`src/mac_tx_pkg.sv`:
```
// Constants, types and helpers for the transmit access controller
package mac_tx_pkg;

  localparam logic [1:0]  MODE_HDR_ACK   = 2'h0;
  localparam logic [1:0]  MODE_RAW       = 2'h1;
  localparam logic [1:0]  MODE_RAW_ACK   = 2'h2;
  localparam logic [1:0]  MODE_HDR       = 2'h3;
  localparam logic [1:0]  MODE_DEFAULT   = 2'h0;
  localparam logic [7:0]  THR_DEFAULT    = 8'h32;
  localparam logic [7:0]  THR_OFF        = 8'h00;
  localparam logic [2:0]  BE_DEFAULT     = 3'h0;
  localparam logic [2:0]  BE_MAX         = 3'h5;
  localparam logic [2:0]  RETRY_DEFAULT  = 3'h0;
  localparam logic [2:0]  MAC_RETRIES    = 3'h5;
  localparam logic [2:0]  ED_CYCLES      = 3'h6;
  localparam logic [15:0] FAIL_MAX       = 16'hFFFF;
  localparam logic [15:0] BCAST_ADDR     = 16'hFFFF;
  localparam logic [7:0]  FID_NONE       = 8'h00;

  localparam logic [7:0]  ST_SUCCESS     = 8'h00;
  localparam logic [7:0]  ST_NO_ACK      = 8'h01;
  localparam logic [7:0]  ST_CCA_FAIL    = 8'h02;
  localparam logic [7:0]  ST_NET_ACK     = 8'h21;

  localparam int          CLK_MHZ        = 250;
  localparam int          SYMBOL_NS      = 16000;
  localparam int          BACKOFF_SYMS   = 20;
  localparam int          BACKOFF_CYC    =
    BACKOFF_SYMS * SYMBOL_NS * CLK_MHZ / 1000;
  localparam int          MS_NS          = 1000000;
  localparam int          MS_CYC         = MS_NS * CLK_MHZ / 1000;
  localparam logic [15:0] APP_DLY_MIN_MS = 16'h0001;
  localparam logic [15:0] APP_DLY_MAX_MS = 16'h0030;

  localparam logic [1:0]  BUF_DEPTH      = 2'h2;
  localparam logic [15:0] LFSR_SEED      = 16'hACE1;
  localparam logic [15:0] LFSR_TAPS      = 16'hB400;

  typedef struct packed {
    logic [15:0] dest;
    logic [7:0]  fid;
  } desc_s;

  function automatic logic hdr_enabled(input logic [1:0] mode);
    hdr_enabled = (mode == MODE_HDR_ACK) || (mode == MODE_HDR);
  endfunction

  function automatic logic ack_enabled(input logic [1:0] mode);
    ack_enabled = (mode == MODE_HDR_ACK) || (mode == MODE_RAW_ACK);
  endfunction

  function automatic logic [15:0] be_mask(input logic [2:0] be);
    be_mask = (16'h0001 << be) - 16'h0001;
  endfunction

endpackage

```
`src/mac_tx_if.sv`:
```
// Carrier between the access core, its request buffer and random source
`timescale 1ns/1ps
`default_nettype none
interface mac_tx_if;
  mac_tx_pkg::desc_s desc;
  logic              desc_valid;
  logic              desc_ready;
  logic [15:0]       rnd;

  modport buf_src (output desc, output desc_valid, input desc_ready);
  modport core    (input desc, input desc_valid, input rnd,
                   output desc_ready);
  modport rng_src (output rnd);
endinterface
`default_nettype wire

```
`src/tx_desc_buffer.sv`:
```
// Two-entry request buffer with valid and ready on both sides
`timescale 1ns/1ps
`default_nettype none
module tx_desc_buffer (
  input  wire logic              clk,
  input  wire logic              rst_b,
  input  wire logic              in_valid,
  input  wire mac_tx_pkg::desc_s in_desc,
  output logic                   in_ready,
  mac_tx_if.buf_src              q
);
  typedef struct packed {
    mac_tx_pkg::desc_s [1:0] ent;
    logic [1:0]              cnt;
  } state_s;

  state_s st_reg;
  state_s st_next;
  logic   push;
  logic   pop;

  always_comb begin
    st_next = st_reg;
    push = in_valid && (st_reg.cnt != mac_tx_pkg::BUF_DEPTH);
    pop  = q.desc_ready && (st_reg.cnt != 2'h0);
    if (pop) begin
      st_next.ent[0] = st_reg.ent[1];
      st_next.cnt    = st_reg.cnt - 2'h1;
    end
    if (push) begin
      st_next.ent[st_next.cnt[0]] = in_desc;
      st_next.cnt                 = st_next.cnt + 2'h1;
    end
  end

  always_ff @(posedge clk or negedge rst_b) begin
    if (!rst_b) begin
      st_reg <= '0;
    end else begin
      st_reg <= st_next;
    end
  end

  // Full refusal reaches the source, so a stalled core drops nothing
  assign in_ready     = st_reg.cnt != mac_tx_pkg::BUF_DEPTH;
  assign q.desc_valid = st_reg.cnt != 2'h0;
  assign q.desc       = st_reg.ent[0];
endmodule
`default_nettype wire

```
`src/lfsr_rng.sv`:
```
// Free-running pseudo-random source for backoff and retry delays
`timescale 1ns/1ps
`default_nettype none
module lfsr_rng (
  input  wire logic clk,
  input  wire logic rst_b,
  mac_tx_if.rng_src r
);
  typedef struct packed {
    logic [15:0] lfsr;
  } state_s;

  state_s st_reg;
  state_s st_next;

  always_comb begin
    st_next      = st_reg;
    st_next.lfsr = {1'b0, st_reg.lfsr[15:1]}
                   ^ (st_reg.lfsr[0] ? mac_tx_pkg::LFSR_TAPS : 16'h0000);
  end

  always_ff @(posedge clk or negedge rst_b) begin
    if (!rst_b) begin
      st_reg <= '{lfsr: mac_tx_pkg::LFSR_SEED};
    end else begin
      st_reg <= st_next;
    end
  end

  assign r.rnd = st_reg.lfsr;
endmodule
`default_nettype wire

```
`src/mac_tx_access.sv`:
```
// Transmit medium access: assessment, backoff, retries and status
`timescale 1ns/1ps
`default_nettype none
module mac_tx_access #(
  parameter int BACKOFF_CYCLES = mac_tx_pkg::BACKOFF_CYC,
  parameter int MS_CYCLES      = mac_tx_pkg::MS_CYC
) (
  input  wire logic        CLK,
  input  wire logic        RST_B,
  // Configuration
  input  wire logic        CFG_WRITE,
  input  wire logic        CFG_DEFAULTS,
  input  wire logic        BOOT,
  input  wire logic [1:0]  MAC_MODE_SELECT,
  input  wire logic [7:0]  CHANNEL_ENERGY_THRESHOLD,
  input  wire logic [2:0]  BACKOFF_EXPONENT_MIN,
  input  wire logic [2:0]  APP_RETRY_COUNT,
  output logic [1:0]       MAC_MODE_ACTIVE,
  output logic             DUP_DETECT_EN,
  // Failure statistics
  input  wire logic        CHANNEL_FAIL_CLEAR,
  output logic [15:0]      CHANNEL_FAIL_COUNTER,
  // Transmit requests
  input  wire logic        TX_VALID,
  output logic             TX_READY,
  input  wire logic [15:0] TX_DEST,
  input  wire logic [7:0]  TX_FRAME_ID,
  // Energy detection
  output logic             ED_START,
  input  wire logic        ED_DONE,
  input  wire logic [7:0]  ED_LEVEL,
  // Radio transmit
  output logic             RADIO_START,
  output logic             RADIO_ACK_REQ,
  output logic             RADIO_VENDOR_HDR,
  output logic [15:0]      RADIO_DEST,
  input  wire logic        RADIO_DONE,
  input  wire logic        RADIO_ACKED,
  // Transmit status
  output logic             STATUS_VALID,
  output logic [7:0]       STATUS_FRAME_ID,
  output logic [7:0]       STATUS_CODE
);

  typedef enum logic [2:0] {
    IDLE,
    BACKOFF,
    ED_REQ,
    ED_WAIT,
    TX_REQ,
    TX_WAIT,
    APP_WAIT
  } state_e;

  typedef struct packed {
    state_e            fsm;
    mac_tx_pkg::desc_s cur;
    logic [1:0]        mode;
    logic [7:0]        thr_cfg;
    logic [7:0]        thr_act;
    logic [2:0]        be_min;
    logic [2:0]        retries;
    logic [2:0]        be;
    logic [15:0]       periods;
    logic [31:0]       tick;
    logic [2:0]        ed_cnt;
    logic [2:0]        mac_cnt;
    logic [2:0]        app_cnt;
    logic [15:0]       fail_cnt;
    logic              ed_start;
    logic              radio_start;
    logic              ack_req;
    logic              hdr;
    logic              st_valid;
    logic [7:0]        st_code;
    logic [7:0]        st_fid;
  } core_s;

  localparam core_s CORE_INIT = '{
    fsm:     IDLE,
    mode:    mac_tx_pkg::MODE_DEFAULT,
    thr_cfg: mac_tx_pkg::THR_DEFAULT,
    thr_act: mac_tx_pkg::THR_DEFAULT,
    be_min:  mac_tx_pkg::BE_DEFAULT,
    retries: mac_tx_pkg::RETRY_DEFAULT,
    default: '0
  };

  localparam logic [31:0] BO_LAST = 32'(BACKOFF_CYCLES - 1);
  localparam logic [31:0] MS_LAST = 32'(MS_CYCLES - 1);
  localparam logic [2:0]  ED_LAST = mac_tx_pkg::ED_CYCLES - 3'h1;
  localparam logic [15:0] APP_SPAN =
    mac_tx_pkg::APP_DLY_MAX_MS - mac_tx_pkg::APP_DLY_MIN_MS + 16'h0001;

  core_s st_reg;
  core_s st_next;

  mac_tx_if link ();

  tx_desc_buffer u_buf (
    .clk      (CLK),
    .rst_b    (RST_B),
    .in_valid (TX_VALID),
    .in_desc  ({TX_DEST, TX_FRAME_ID}),
    .in_ready (TX_READY),
    .q        (link.buf_src)
  );

  lfsr_rng u_rng (
    .clk   (CLK),
    .rst_b (RST_B),
    .r     (link.rng_src)
  );

  // Fresh channel access: exponent back to its minimum, new random wait
  function automatic core_s begin_access(input core_s s,
                                         input logic [15:0] rnd);
    core_s t;
    t         = s;
    t.be      = s.be_min;
    t.ed_cnt  = 3'h0;
    t.tick    = 32'h0000_0000;
    t.periods = rnd & mac_tx_pkg::be_mask(s.be_min);
    t.fsm     = BACKOFF;
    return t;
  endfunction

  // Application retry after a random whole number of milliseconds
  function automatic core_s app_retry(input core_s s,
                                      input logic [15:0] rnd);
    core_s t;
    t         = s;
    t.app_cnt = s.app_cnt + 3'h1;
    t.mac_cnt = 3'h0;
    t.tick    = 32'h0000_0000;
    t.periods = mac_tx_pkg::APP_DLY_MIN_MS + (rnd % APP_SPAN);
    t.fsm     = APP_WAIT;
    return t;
  endfunction

  function automatic core_s finish(input core_s s, input logic [7:0] code);
    core_s t;
    t          = s;
    t.st_valid = s.cur.fid != mac_tx_pkg::FID_NONE;
    t.st_code  = code;
    t.st_fid   = s.cur.fid;
    t.fsm      = IDLE;
    return t;
  endfunction

  logic is_bcast;
  logic ack_bit;
  logic hdr_bit;
  logic cca_on;
  logic busy;
  logic app_ok;

  always_comb begin
    st_next = st_reg;
    st_next.ed_start    = 1'b0;
    st_next.radio_start = 1'b0;
    st_next.st_valid    = 1'b0;

    is_bcast = st_reg.cur.dest == mac_tx_pkg::BCAST_ADDR;
    hdr_bit  = mac_tx_pkg::hdr_enabled(st_reg.mode);
    // Broadcast never asks for an acknowledgment
    ack_bit  = mac_tx_pkg::ack_enabled(st_reg.mode)
               && !is_bcast;
    // A zero threshold disables assessment at once; others wait for boot
    cca_on   = (st_reg.thr_cfg != mac_tx_pkg::THR_OFF)
               && (st_reg.thr_act != mac_tx_pkg::THR_OFF);
    // Level is the magnitude of a negative dBm figure: smaller is louder
    busy     = ED_LEVEL < st_reg.thr_act;
    app_ok   = hdr_bit && (st_reg.app_cnt < st_reg.retries);

    if (CFG_DEFAULTS) begin
      st_next.mode    = mac_tx_pkg::MODE_DEFAULT;
      st_next.thr_cfg = mac_tx_pkg::THR_DEFAULT;
      st_next.be_min  = mac_tx_pkg::BE_DEFAULT;
      st_next.retries = mac_tx_pkg::RETRY_DEFAULT;
    end else if (CFG_WRITE) begin
      st_next.mode    = MAC_MODE_SELECT;
      st_next.thr_cfg = CHANNEL_ENERGY_THRESHOLD;
      st_next.be_min  = BACKOFF_EXPONENT_MIN;
      st_next.retries = APP_RETRY_COUNT;
    end
    if (BOOT) begin
      st_next.thr_act = st_reg.thr_cfg;
    end

    if (CHANNEL_FAIL_CLEAR) begin
      st_next.fail_cnt = 16'h0000;
    end

    case (st_reg.fsm)
      IDLE: begin
        if (link.desc_valid) begin
          st_next.cur     = link.desc;
          st_next.mac_cnt = 3'h0;
          st_next.app_cnt = 3'h0;
          st_next         = begin_access(st_next, link.rnd);
        end
      end
      BACKOFF: begin
        if (st_reg.periods == 16'h0000) begin
          st_next.tick = 32'h0000_0000;
          st_next.fsm  = cca_on ? ED_REQ : TX_REQ;
        end else if (st_reg.tick == BO_LAST) begin
          st_next.tick    = 32'h0000_0000;
          st_next.periods = st_reg.periods - 16'h0001;
        end else begin
          st_next.tick = st_reg.tick + 32'h0000_0001;
        end
      end
      ED_REQ: begin
        st_next.ed_start = 1'b1;
        st_next.fsm      = ED_WAIT;
      end
      ED_WAIT: begin
        if (ED_DONE) begin
          if (!busy) begin
            st_next.fsm = TX_REQ;
          end else if (st_reg.ed_cnt == ED_LAST) begin
            // Set wins over a clear arriving in the same cycle
            if (st_reg.fail_cnt != mac_tx_pkg::FAIL_MAX) begin
              st_next.fail_cnt = st_reg.fail_cnt + 16'h0001;
            end else begin
              st_next.fail_cnt = mac_tx_pkg::FAIL_MAX;
            end
            if (app_ok) begin
              st_next = app_retry(st_next, link.rnd);
            end else begin
              st_next = finish(st_next, mac_tx_pkg::ST_CCA_FAIL);
            end
          end else begin
            st_next.ed_cnt = st_reg.ed_cnt + 3'h1;
            if (st_reg.be != mac_tx_pkg::BE_MAX) begin
              st_next.be = st_reg.be + 3'h1;
            end
            st_next.periods = link.rnd
                              & mac_tx_pkg::be_mask(st_next.be);
            st_next.tick    = 32'h0000_0000;
            st_next.fsm     = BACKOFF;
          end
        end
      end
      TX_REQ: begin
        st_next.radio_start = 1'b1;
        st_next.ack_req     = ack_bit;
        st_next.hdr         = hdr_bit;
        st_next.fsm         = TX_WAIT;
      end
      TX_WAIT: begin
        if (RADIO_DONE) begin
          if (!st_reg.ack_req || RADIO_ACKED) begin
            st_next = finish(st_next, mac_tx_pkg::ST_SUCCESS);
          end else if (st_reg.mac_cnt != mac_tx_pkg::MAC_RETRIES) begin
            st_next.mac_cnt = st_reg.mac_cnt + 3'h1;
            st_next         = begin_access(st_next, link.rnd);
          end else if (app_ok) begin
            st_next = app_retry(st_next, link.rnd);
          end else if (hdr_bit && (st_reg.retries != 3'h0)) begin
            st_next = finish(st_next, mac_tx_pkg::ST_NET_ACK);
          end else begin
            st_next = finish(st_next, mac_tx_pkg::ST_NO_ACK);
          end
        end
      end
      APP_WAIT: begin
        if (st_reg.tick == MS_LAST) begin
          st_next.tick = 32'h0000_0000;
          if (st_reg.periods == 16'h0001) begin
            st_next = begin_access(st_next, link.rnd);
          end else begin
            st_next.periods = st_reg.periods - 16'h0001;
          end
        end else begin
          st_next.tick = st_reg.tick + 32'h0000_0001;
        end
      end
      default: begin
        st_next.fsm = IDLE;
      end
    endcase
  end

  always_ff @(posedge CLK or negedge RST_B) begin
    if (!RST_B) begin
      st_reg <= CORE_INIT;
    end else begin
      st_reg <= st_next;
    end
  end

  // The core takes a request only while idle, so stalls fill the buffer
  assign link.desc_ready = st_reg.fsm == IDLE;

  assign MAC_MODE_ACTIVE      = st_reg.mode;
  assign DUP_DETECT_EN        = mac_tx_pkg::hdr_enabled(st_reg.mode);
  assign CHANNEL_FAIL_COUNTER = st_reg.fail_cnt;
  assign ED_START             = st_reg.ed_start;
  assign RADIO_START          = st_reg.radio_start;
  assign RADIO_ACK_REQ        = st_reg.ack_req;
  assign RADIO_VENDOR_HDR     = st_reg.hdr;
  assign RADIO_DEST           = st_reg.cur.dest;
  assign STATUS_VALID         = st_reg.st_valid;
  assign STATUS_FRAME_ID      = st_reg.st_fid;
  assign STATUS_CODE          = st_reg.st_code;
endmodule
`default_nettype wire

```
`config.mk`:
```
export PLATFORM = sky130hd
export DESIGN_NAME = mac_tx_access
export DESIGN_NICKNAME = d
export VERILOG_FILES = /design/src/mac_tx_pkg.sv /design/src/mac_tx_if.sv /design/src/tx_desc_buffer.sv /design/src/lfsr_rng.sv /design/src/mac_tx_access.sv
export SDC_FILE = /design/constraint.sdc
export NUM_CORES = 1
export LEC_CHECK = 0
export CORE_ASPECT_RATIO = 1.25
export CORE_MARGIN = 1.5
export CORE_UTILIZATION = 40
export DETAILED_ROUTE_END_ITERATION = 12
export DONT_BUFFER_PORTS = 1
export GPL_TIMING_DRIVEN = 0
export SYNTH_ARGS = -nofsm -noshare
export SYNTH_HDL_FRONTEND = slang
export SYNTH_SLANG_ARGS = --single-unit
```
`constraint.sdc`:
```
create_clock -name CLK -period 5.04 [get_ports CLK]
set_clock_uncertainty 0.05 [all_clocks]
set_input_delay 0.252 -clock CLK [delete_from_list [all_inputs] [get_ports CLK]]
set_output_delay 0.252 -clock CLK [all_outputs]
set_load 0.01 [all_outputs]
```
# After elaboration in Yosys (flattened, before gate mapping)
# Index checks and enable logic that the tools add are counted.
# word_totals
register_bits,214
latch_bits,0
ram_bits,0
rom_bits,0
input_bits,58
out_inout_bits,57
mem_count,0
# op_classes
addsub,12
n_mul,0
div,1
n_lt_le_gt_ge,4
n_eq_ne,38
n_shift,2
n_mux,51
bitwise,7
n_reduce_logical,33
# ops
cell,n
148-bit two-way mux,7
48-bit case mux with 5 select lines,1
51-bit case mux with 4 select lines,1
145-bit two-way mux,1
54-bit two-way mux,2
25-bit case mux with 4 select lines,1
16-bit two-way mux,6
32-bit two-way mux,3
46-bit two-way mux,2
70-bit two-way mux,1
17-bit case mux with 4 select lines,1
26-bit two-way mux,2
48-bit bitwise mux,1
48-bit two-way mux,1
"16-bit by 1-bit subtractor with 16-bit output, second input constant",3
43-bit two-way mux,1
"2-bit inequality test, second input constant",18
"32-bit by 1-bit adder with 32-bit output, second input constant",1
16-bit AND,2
"32-bit by 17-bit equality test with 1-bit output, second input constant",1
"32-bit by 18-bit equality test with 1-bit output, second input constant",1
"1-bit by 3-bit << shifter with 16-bit output, first input constant",2
10-bit AND reduction,3
3-bit two-way mux,9
44 further kinds,77

# Logic depth before layout (Yosys ltp)
# Gate-level depths: netlist (run 1).
# depth
depth_word,13
depth_mapped,14
depth_no_buf,14

# Cells and area by module
# A second synthesis (run 1) with hierarchy kept.
# unflattened
cells_unflattened,1257
hier_area_um2,12288.0
# by_module_without_submodules
mod,n_inst,cells_per_inst,area_each_um2,seq_area_each_um2
mac_tx_access,1,1053,9215.1,3585.9
tx_desc_buffer,1,172,2538.7,1251.2
lfsr_rng,1,32,534.3,410.4

# Worst setup path after synthesis (run 1)
# No wires, ideal clock.
# synth_timing
path_kind,reg-to-reg
start,register st_reg[94] (netlist name)
end,register st_reg[82] (netlist name)
setup_time_ns,0.134
t_arrival_ns,2.674
path_slack_ns,2.183
path_stages_with_launch,14
path_buffers,0
period_less_slack_ns,2.857
cell_sequence,dfrtp_1 -> ha_1 -> nand2_1 -> mux2_2 -> and2_1 -> nand2_1 -> ha_1 -> nor2_1 -> mux2i_1 -> o21ai_0 -> and3_1 -> or3_1 -> o31ai_1 -> nand3_1
# synth_between
elab_chain_len,13
word_cells_on_any_way,14
# synth_lines
item,line_no,rtl
"start, declared",mac_tx_access.sv:95,core_s st_reg;
"start signal, assigned",mac_tx_access.sv:291,st_reg <= st_next;
3-bit by 1-bit adder with 3-bit output or 3-bit inequality test (tied branches),"mac_tx_access.sv:238, mac_tx_access.sv:237",
3-bit two-way mux (*),mac_tx_access.sv:237,if (st_reg.be != mac_tx_pkg::BE_MAX) begin
3-bit two-way mux (*),mac_tx_access.sv:223,end else if (st_reg.ed_cnt == ED_LAST) begin
3-bit two-way mux (*),mac_tx_access.sv:221,if (!busy) begin
3-bit two-way mux (*),mac_tx_access.sv:220,if (ED_DONE) begin
3-bit two-way mux (*),mac_tx_access.sv:195,case (st_reg.fsm)
1-bit by 3-bit << shifter with 16-bit output (*),mac_tx_pkg.sv:53,be_mask = (16'h0001 << be) - 16'h0001;
16-bit by 1-bit subtractor with 16-bit output (*),mac_tx_pkg.sv:53,
16-bit AND (*),mac_tx_access.sv:241,& mac_tx_pkg::be_mask(st_next.be);
54-bit two-way mux (*),mac_tx_access.sv:223,
145-bit two-way mux (*),mac_tx_access.sv:221,
148-bit two-way mux (*),mac_tx_access.sv:220,
48-bit case mux with 5 select lines (*),mac_tx_access.sv:195,
# Every way passes the cells marked *; elsewhere a longest branch is shown, timed or not. The select of a mux whose other input is x is not followed.
# A chain may end at the register's enable or synchronous reset.

==> qor.csv, run 1 <==
stage,metric,value,unit
outcome,status,"complete, but fails checks",
outcome,failing checks,negative hold slack,
critical_path,crit path DAT,4.20,ns
logic_synthesis,adder-cell share of the synthesized area,0.02823,
logic_synthesis,Compound-Gate Fraction of Synth Area,0.1559,
sta,PnR worst setup slack,1.245,ns
routing,via count,9571,
place,DP Wirelength,21.27,mm
sta,time the worst path needs with I/O delays and setup,3.795,ns
clock_tree,worst-case clock buffer depth,3,
routing,Post-Route WL,30.24,mm
critical_path,data required time of the worst path,5.45,ns
sta,final hold slack,-0.5999,ns
logic_synthesis,mux share of post-synthesis cell area,0.09420,
logic_synthesis,fraction of registers with async set/reset,1.000,
logic_synthesis,"count leader, synth",dfrtp_1,
sta,RSZ-0062 raised after global routing,no,
critical_path,crit end category,register,
global_routing,initial antenna violation count,1,
logic_synthesis,most frequent cells after synthesis,"195 x dfrtp_1, 115 x nor2_1, 81 x a21oi_1",
clock_tree,Post-CTS Hold Buffers,42,
logic_synthesis,Gate Count Post-Synth,1244,
pwr,PD cells,514.2,nW/um^2
logic_synthesis,top cell type's share of synthesized area,0.4077,
routing,drt pass-1 iters,7,
global_routing,gr usage total,0.1976,
logic_synthesis,"EDFF count, synth",0,
worst_hold_path,Worst Hold Class,in -> async,
sta,Final Cycle Share,0.7529,
die,Die Y,196.4,um
sta,"Hold Violations, Final",209,
logic_synthesis,register area share after synthesis,0.4385,
sta,Max Slew Vio Count,0,
job,maxcap violations,0,
place,"worst slack, placed",1.259,ns
die,Die X-Extent,157.7,um
die,Core Area,29340,um^2
place,gpl congestion,0.8788,
logic_synthesis,Synth cell types,87,
clock_tree,clock sink count,209,
logic_synthesis,Yosys reg bits,209,
routing,drt drc,0,
layout,Antenna Cells,0,
place,IO Port Bufs,0,
clock_tree,htree depth,1,
layout,share of layout cells above drive strength 1,0.1534,
critical_path,critical path type,reg -> reg,
sta,final setup TNS,0,ns
sta,setup violators final,0,
logic_synthesis,Synth warnings,0,
clock_tree,CTS tree,done,
routing,DRT antenna net count,0,
logic_synthesis,synthesized cell area,11970,um^2
clock_tree,"Clk Latency, worst-skew pair",0.52,ns
global_routing,first-pass GRT wire length,49.65,mm
logic_synthesis,largest family of logic cells by synthesized area,simple AND/OR/NAND/NOR gates,
critical_path,critical path launch point type,register,
die,Row Count,70,
logic_synthesis,post-synth top area cell,dfrtp_1,
routing,wire length per cell,17.52,um
clock_tree,Post-CTS Setup Bufs,0,
logic_synthesis,main area contributors after synthesis,"dfrtp_1 41%, mux2_2 5.6%, mux2i_1 3.7%, nor2_1 3.6%, a21oi_1 3.4%",
clock_tree,CTS Root Cell,clkbuf_16,
die,Initial Util,0.4079,
layout,Final #Nets,1399,
sta,Worst-Margin Slew,1.153,ns
logic_synthesis,average cell area after synthesis,9.620,um^2
routing,drt via density,5.545,
logic_synthesis,Post-synth top flop,dfrtp_1,
sta,Slew HR,0.2245,
die,Ports,115,
global_routing,largest net degree at the start of global routing,210,
routing,1st-iter DRT viols,517,
pwr,VDD IR max,0.0003903,V
logic_synthesis,Simple-Gate Fraction of Synth Area,0.1944,
die,die area,30970,um^2
clock_tree,"CTS clk-pin slew, worst paths",0.07,ns
layout,max reg flops,93,
logic_synthesis,Synth Area in XOR/XNOR,0.02561,
sta,Max Freq,263.5,MHz
layout,Fillers,2849,
pwr,leakage power,5.753,nW
critical_path,crit path max fanout,10,
global_routing,grt total ovfl,0,
clock_tree,CTS Buf Count,22,
layout,Area Growth Syn to Fin,14.52,%
global_routing,vias in the first global route,9756,
clock_tree,cts repair resizes,0,
## worst max-delay path, stage by stage, from the launching register on
cell and delay [ns]:
dfstp_2 0.53, inv_1 0.06, ha_1 0.27, a21oi_1 0.13, o21a_1 0.21, o211ai_1 0.34, nor3_1 0.94, clkbuf_1 0.41
a21oi_1 0.09, o32ai_1 0.12, dlygate4sd3_1 0.58
## layer usage
| layer | wire length (um) | track usage |
|---|---|---|
| met5 | 0 | 0 |
| met4 | 795 | 0.06359 |
| met3 | 1292 | 0.03188 |
| met2 | 15510 | 0.3514 |
| met1 | 12640 | 0.2418 |
## power breakdown
part           switching (W)  internal [W]
registers           0.000336       0.00216
clock network       0.000691       0.00110
logic                0.00159       0.00117
total                0.00261       0.00444
## kinds of logic after synthesis
| group | count (synthesis) |
|---|---|
| simple gates | 434 |
| compound gates | 286 |
| flops | 209 |
| buf+inv | 147 |
| mux | 105 |
| xor+xnor | 35 |
| fa+ha+maj | 27 |
| other cells | 1 |
## final timing paths
| path | startpoint | to | slack, ns | cells after the start |
|---|---|---|---|---|
| max in group asynchronous | RST_B | u_rng.r.rnd[13] | 5.17 | 0 |
| worst max register to register | st_reg[104] | CHANNEL_FAIL_COUNTER[3] | 1.25 | 10 |
| worst max-delay path | st_reg[104] | CHANNEL_FAIL_COUNTER[3] | 1.25 | 10 |
| min in group CLK | TX_VALID | u_buf.st_reg[0] | 0.05 | 2 |
| worst min-delay path | RST_B | st_reg[61] | -0.60 | 0 |
| worst min register to register | u_rng.r.rnd[0] | u_rng.r.rnd[15] | 0.33 | 0 |
## through the flow
step             util  instances  instance area [um^2]  hold WS [ns]  power (W)
2_1_floorplan       -       1248                 11980      -0.09359   0.004558
3_3_place_gp   0.4253       1644                 12480      -0.08278   0.005194
3_5_place_dp   0.4253       1644                 12480      -0.08266   0.005247
4_1_cts        0.4671       1726                 13710       -0.6320   0.007096
5_1_grt        0.4671       1726                 13710       -0.6206   0.007502
6_report       0.4671       1726                 13710       -0.5999   0.007048
## layout make-up
class                   count  area (um^2)  area share
repair buffers             42        420.4     0.03067
multi-input cells         892         5982      0.4365
well taps                 396        495.5     0.03615
flip-flops and latches    209         5248      0.3829
clock buffers              30        640.6     0.04674
clock inverters            10        166.4     0.01214
inverters                  46        172.7     0.01260
plain buffers             101        580.6     0.04236
## cell usage in the layout, fill, tap and decap left out, types with 27 or more instances in the layout
master	Yosys	layout
dfrtp_1	195	195
nor2_1	115	115
a21oi_1	81	81
nand2_1	77	77
o21ai_0	69	69
mux2_2	60	60
buf_4	50	50
inv_1	46	46
mux2i_1	44	44
dlygate4sd3_1	0	42
clkbuf_1	38	40
nand3_1	39	39
nand2b_1	27	27
ha_1	27	27
No activity file was read; power rests on OpenSTA's default activity.
==> run 2, diff against run 1 <==
Settings changed: ABC_AREA set to 1.
Clock period 5.04 ns to 3.5 ns, I/O delays scaled along.
==> run 2 against run 1 <==
Compared with the run above:
- the run ends with negative hold slack, negative setup slack left
- maximum frequency is 6.6% higher
- synthesized area is 3.1% lower
- critical path type unchanged
- sequential power increased by 42%
- flip-flop and latch count stayed put
- hold slack worse by 0.11 ns
- first-iteration DRC count down 5.2%
- sequential share of layout area about the same
- design area hardly changed
- core utilization is 1.4 points higher
- clock-buffer cell count increased by 3
- largest power group unchanged
- critical endpoint is now st_reg[74]
- register-to-register slack worse by 1.3 ns
- global-route usage fell by 0.56 points
==> qor.csv, run 2 <==
stage,metric,value,unit
outcome,status,"complete, but fails checks",
outcome,failing checks,"negative hold slack, negative setup slack",
clock_tree,CTS Buf Count,24,
clock_tree,clock sink count,209,
global_routing,largest net degree at the start of global routing,210,
sta,PnR worst setup slack,-0.05947,ns
place,"worst slack, placed",-0.2817,ns
routing,1st-iter DRT viols,490,
layout,FF+latch area,5248,um^2
global_routing,initial antenna violation count,0,
critical_path,critical path launch point type,register,
sta,"Hold Violations, Final",209,
routing,DRT antenna net count,0,
layout,"non-filler cells, final",1840,
place,DP Wirelength,20.50,mm
critical_path,crit end category,register,
critical_path,crit path from,st_reg[38],
critical_path,reg2reg start,st_reg[38],
global_routing,gr usage total,0.1920,
routing,wire length per cell,15.80,um
clock_tree,CTS Root Cell,clkbuf_16,
logic_synthesis,post-synth top area cell,dfrtp_1,
critical_path,WP buf/inv,3,
logic_synthesis,average cell area after synthesis,8.468,um^2
logic_synthesis,Yosys reg bits,209,
logic_synthesis,Post-synth top flop,dfrtp_1,
routing,via count,9686,
die,Ports,115,
sta,final hold slack,-0.7104,ns
critical_path,critical path's largest stage delay,0.39,ns
logic_synthesis,fraction of registers with async set/reset,1.000,
logic_synthesis,main area contributors after synthesis,"dfrtp_1 42%, nand2_1 7.0%, mux2_2 5.3%, inv_1 5.0%, nor2_1 4.3%",
place,DP Cell Count,1729,
logic_synthesis,Synth cell types,61,
critical_path,crit-path leading delay family,simple AND/OR/NAND/NOR gates,
clock_tree,"CTS clk-pin slew, worst paths",0.06,ns
logic_synthesis,synthesized cell area,11600,um^2
sta,Max Freq,280.9,MHz
worst_hold_path,Worst Hold Class,in -> async,
sta,Slew HR,0.4059,
critical_path,Reg2Reg Depth,23,
die,Row Count,69,
routing,drt via density,5.264,
clock_tree,htree depth,1,
critical_path,reg-to-reg endpoint,st_reg[74],
pwr,Int Pwr,0.006274,W
pwr,sequential share of power,0.350,
die,Die Y,193.4,um
die,die area,30040,um^2
layout,Final #Nets,1553,
die,Initial Util,0.4072,
place,area post-placement,12060,um^2
global_routing,first-pass GRT wire length,47.42,mm
pwr,switching share of power,0.3817,
critical_path,data required time of the worst path,3.92,ns
die,Core Area,28490,um^2
sta,Final Cycle Share,1.017,
routing,drt pass-1 iters,5,
pwr,Clk pwr share,0.253,
layout,Antenna Cells,0,
job,maxcap violations,0,
sta,setup violators final,3,
logic_synthesis,top cell type's share of synthesized area,0.4206,
global_routing,vias in the first global route,9602,
sta,RSZ-0062 raised after global routing,yes,
layout,"Design Area, Final",13720,um^2
layout,Area Growth Syn to Fin,18.23,%
logic_synthesis,most frequent cells after synthesis,"216 x nand2_1, 195 x dfrtp_1, 156 x inv_1",
critical_path,R2R setup slack,-0.06,ns
routing,drt drc,0,
pwr,PD cells,739.8,nW/um^2
clock_tree,Post-CTS Hold Buffers,45,
critical_path,critical-path cell list,ha_1 -> a21oi_2 -> nor2_1 -> or3_1 -> buf_6 -> a21oi_4 -> o221ai_2 -> nor3_4 -> nand3_2 -> nor2_4 -> nand4_4 -> nor2_1 -> nand2_1 -> clkinv_2 -> nand4_4 -> nor2_2 -> nand2_2 -> nor2_4 -> inv_2 -> nor2_4 -> nand2_4 -> o21ai_2 -> a21boi_2,
clock_tree,CTS tree,done,
layout,"commonest cells after routing, fill and taps aside","203 x nand2_1, 195 x dfrtp_1, 155 x inv_1, 129 x nor2_1, 90 x o21ai_0",
pwr,leakage power,6.138,nW
layout,Fillers,2690,
critical_path,"most used cell, CP",nor2_4,
sta,Worst-Margin Slew,0.8878,ns
pwr,sw power,0.003873,W
place,IO Port Bufs,0,
critical_path,crit path max fanout,4,
layout,max reg flops,93,
pwr,Comb pwr share,0.396,
sta,Max Slew Vio Count,0,
logic_synthesis,"EDFF count, synth",0,
critical_path,crit path DAT,3.98,ns
clock_tree,"Clk Latency, worst-skew pair",0.54,ns
layout,"commonest non-fill, non-tap cell in the layout",nand2_1,
pwr,VDD IR max,0.0004827,V
sta,time the worst path needs with I/O delays and setup,3.559,ns
critical_path,critical path type,reg -> reg,
die,Die X-Extent,155.3,um
layout,share of layout cells above drive strength 1,0.1798,
logic_synthesis,Synth warnings,0,
critical_path,Critical-path top delay cell,dfrtp_1,
layout,multi-input combinational cell area,5399,um^2
logic_synthesis,"count leader, synth",nand2_1,
clock_tree,worst-case clock buffer depth,3,
place,gpl congestion,0.8610,
logic_synthesis,register area share after synthesis,0.4523,
global_routing,grt total ovfl,0,
logic_synthesis,Gate Count Post-Synth,1370,
routing,Post-Route WL,29.07,mm
## run 2: timing repair
action,4_1_cts,5_1_grt
endpoints found under the hold margin,288,209
buffers inserted,11,13
resized for setup,10,51
pin swaps,9,20
gates cloned,0,0
endpoints found under the setup margin,23,35
## run 2: cell type report
type                       count  area share
multi-input combinational    907      0.3936
sequential                   209      0.3826
clock buffer                  33     0.05063
inverter                     176     0.04826
timing repair buffer          68     0.04598
buffer                        82     0.03704
tap                          355     0.03238
clock inverter                10    0.009487
## run 2: worst max path at each step
stage	endpoint	slack [ns]	depth (start not counted)
floorplan	st_reg[74]	0.24	23
global placement	st_reg[68]	-0.30	14
detailed placement	st_reg[68]	-0.28	14
CTS	st_reg[74]	-0.06	23
global route	st_reg[82]	-0.31	32
finish	st_reg[74]	-0.06	23
## run 2: through the flow
step | TNS [ns] | power, W | util
final | -0.08158 | 0.01015 | 0.4814
after global routing | -2.021 | 0.01084 | 0.4814
after CTS | -0.1771 | 0.01015 | 0.4729
after detailed placement | -3.791 | 0.007421 | 0.4233
after global placement | -3.953 | 0.007339 | 0.4233
after floorplan | 0 | 0.006457 | -
## run 2: power by group through the flow
stage / Sequential [W] / Combinational, W / Clock, W
4_1_cts: 0.00356 / 0.00395 / 0.00264
2_1_floorplan: 0.00345 / 0.00300 / 0
5_1_grt: 0.00365 / 0.00446 / 0.00273
3_5_place_dp: 0.00360 / 0.00382 / 0
3_3_place_gp: 0.00358 / 0.00376 / 0
6_report: 0.00356 / 0.00402 / 0.00257
## run 2: logic make-up after synthesis
kind of cell,synth area share
compound gates,0.1386
xor+xnor,0.02189
fa+ha+maj,0.02912
buf+inv,0.09998
flops,0.4523
mux,0.05339
other cells,0.0003232
simple gates,0.2044
## run 2: metal layers
metal,share of wire,vias to the layer above,global-route usage
li1,-,4782,-
met1,0.42,4655,0.2360
met2,0.51,195,0.3416
met3,0.040,54,0.02397
met4,0.028,0,0.07090
met5,0,-,0
## run 2: worst register-to-register path, cell delays in order, from the launching register on
cell      delay [ns]
dfrtp_1         0.39
ha_1            0.30
a21oi_2         0.12
nor2_1          0.04
or3_1           0.32
buf_6           0.14
a21oi_4         0.12
o221ai_2        0.12
nor3_4          0.31
nand3_2         0.16
nor2_4          0.17
nand4_4         0.10
nor2_1          0.11
nand2_1         0.07
clkinv_2        0.07
nand4_4         0.07
nor2_2          0.11
nand2_2         0.07
nor2_4          0.11
inv_2           0.07
nor2_4          0.11
nand2_4         0.08
o21ai_2         0.13
a21boi_2        0.16
==> run 3, diff against run 2 <==
Settings changed: REMOVE_ABC_BUFFERS set to 1.
==> run 3 against run 2 <==
Compared with the run above:
- the flow still finishes with violations (negative hold slack, negative setup slack)
- first-iteration DRC count up 10%
- sequential power increased by 3%
- design area fell by 3.1%
- power is 2.1% lower
- clock-buffer cell count grew 2
- setup slack gained 0.051 ns
- sequential share of layout area up 1.2 points
- register-to-register slack improved by 0.05 ns
- maximum frequency is 1.4% higher
- clock power about the same
- via count decreased by 2.0%
- wire length decreased by 2.0%
==> qor.csv, run 3 (synthesis results as in run 2) <==
stage,metric,value,unit
sta,PnR worst setup slack,-0.008956,ns
sta,Final Cycle Share,1.003,
clock_tree,CTS tree,done,
die,Initial Util,0.4072,
clock_tree,CTS Buf Count,25,
die,Row Count,69,
sta,Max Freq,285.0,MHz
layout,"commonest non-fill, non-tap cell in the layout",nand2_1,
sta,RSZ-0062 raised after global routing,yes,
die,Die Y,193.4,um
global_routing,first-pass GRT wire length,45.88,mm
worst_hold_path,Worst Hold Class,in -> async,
sta,Worst-Margin Slew,1.320,ns
sta,Slew HR,0.1166,
layout,Area Growth Syn to Fin,14.60,%
place,gpl congestion,0.8760,
die,Ports,115,
die,Core Area,28490,um^2
clock_tree,Post-CTS Hold Buffers,44,
layout,max reg flops,93,
routing,drt pass-1 iters,5,
outcome,failing checks,"negative hold slack, negative setup slack",
place,DP Wirelength,19.12,mm
global_routing,vias in the first global route,9161,
clock_tree,worst-case clock buffer depth,3,
pwr,VDD IR max,0.0006070,V
routing,wire length per cell,16.14,um
routing,DRT antenna net count,0,
place,"worst slack, placed",-0.7565,ns
place,area post-placement,11590,um^2
critical_path,data required time of the worst path,3.90,ns
critical_path,crit path DAT,3.91,ns
routing,via count,9497,
global_routing,grt total ovfl,0,
clock_tree,"Clk Latency, worst-skew pair",0.53,ns
critical_path,critical path launch point type,register,
clock_tree,CTS Root Cell,clkbuf_16,
outcome,status,"complete, but fails checks",
critical_path,crit end category,register,
layout,Final #Nets,1473,
sta,"Hold Violations, Final",209,
global_routing,gr usage total,0.1845,
pwr,Tot Pwr,0.009939,W
global_routing,largest net degree at the start of global routing,210,
layout,"Design Area, Final",13300,um^2
critical_path,crit path max fanout,4,
pwr,PD cells,747.5,nW/um^2
die,die area,30040,um^2
critical_path,critical path type,reg -> reg,
sta,final hold slack,-0.7072,ns
place,IO Port Bufs,0,
routing,1st-iter DRT viols,540,
job,maxcap violations,0,
global_routing,initial antenna violation count,2,
sta,time the worst path needs with I/O delays and setup,3.509,ns
sta,Max Slew Vio Count,0,
pwr,leakage power,5.829,nW
routing,Post-Route WL,28.47,mm
sta,setup violators final,1,
die,Die X-Extent,155.3,um
layout,share of layout cells above drive strength 1,0.1599,
routing,drt drc,0,
layout,"commonest cells after routing, fill and taps aside","197 x nand2_1, 193 x dfrtp_1, 152 x inv_1, 127 x nor2_1, 92 x o21ai_0",
routing,drt via density,5.384,
clock_tree,htree depth,1,
clock_tree,"CTS clk-pin slew, worst paths",0.06,ns
clock_tree,clock sink count,209,
run 3: cell types whose count changed in the layout (fill, tap and decap cells not counted), moves of 3 or more:
| cell | before | now |
|---|---|---|
| buf_4 | 71 | 22 |
| clkbuf_1 | 27 | 10 |
| clkbuf_8 | 6 | 0 |
| nand2_1 | 203 | 197 |
| nand2_2 | 14 | 19 |
| buf_1 | 3 | 0 |
| buf_6 | 3 | 0 |
| clkbuf_2 | 3 | 0 |
| inv_1 | 155 | 152 |
run 3: worst max-delay path, stage by stage (launching register included):
cell	delay, ns
dfrtp_1	0.39
ha_1	0.31
a21oi_2	0.13
nor2_1	0.04
or3_4	0.36
a21oi_4	0.13
o221ai_2	0.12
nor3_4	0.18
buf_12	0.15
nand4_4	0.09
nor4_4	0.32
nand2_1	0.12
nor2_2	0.16
nand4_1	0.14
nor2_1	0.16
nand2_2	0.10
nor2_4	0.14
nand2_4	0.07
nor2_4	0.11
a21oi_2	0.05
nor3_2	0.09
run 3: cell type report:
type	instances	area (um^2)
inverter	176	671.9
timing repair buffer	68	645.6
antenna	2	5.005
tap	355	444.2
multi-input combinational	908	5477
sequential	209	5250
clock buffer	35	663.1
clock inverter	11	138.9
fill	2760	15190
run 3: worst paths after layout:
| path | startpoint | depth (start not counted) | endpoint | slack [ns] |
|---|---|---|---|---|
| hold / removal | RST_B | 0 | u_buf.st_reg[0] | -0.71 |
| setup / recovery | st_reg[38] | 20 | st_reg[73] | -0.009 |
| max in group asynchronous | RST_B | 0 | u_rng.r.rnd[6] | 3.76 |
| min in group CLK | RADIO_DONE | 2 | STATUS_VALID | 0.03 |
| hold reg to reg | u_rng.r.rnd[7] | 0 | u_rng.r.rnd[6] | 0.33 |
| setup reg to reg | st_reg[38] | 20 | st_reg[73] | -0.009 |
run 3: routing by layer:
layer  vias to the layer above  GRT usage  share of wire
li1                       4639          -              -
met1                      4583     0.2326           0.42
met2                       228     0.3120           0.49
met3                        47    0.04301          0.069
met4                         0    0.05714          0.026
met5                         -          0              0
run 3: where the power goes:
group	switching [W]	total (W)	internal (W)
Combinational	0.00222	0.00368	0.00146
Clock	0.00103	0.00257	0.00154
Sequential	0.000577	0.00368	0.00310
run 3: through the flow:
stage | hold slack, ns | TNS [ns] | util | std cells
floorplan | -0.1706 | -4.573 | - | 1292
detailed placement | -0.1669 | -41.78 | 0.4067 | 1648
global placement | -0.1633 | -94.67 | 0.4058 | 1647
finish | -0.7072 | -0.008956 | 0.4667 | 1764
global route | -0.7256 | -1.868 | 0.4667 | 1764
CTS | -0.7271 | -0.02119 | 0.4546 | 1746
run 3: what timing repair did:
action,4_1_cts,5_1_grt
gates cloned,0,1
hold endpoints to repair,296,209
gates resized for setup,13,55
buffers inserted,8,15
pin swaps,5,32
setup endpoints to repair,100,89
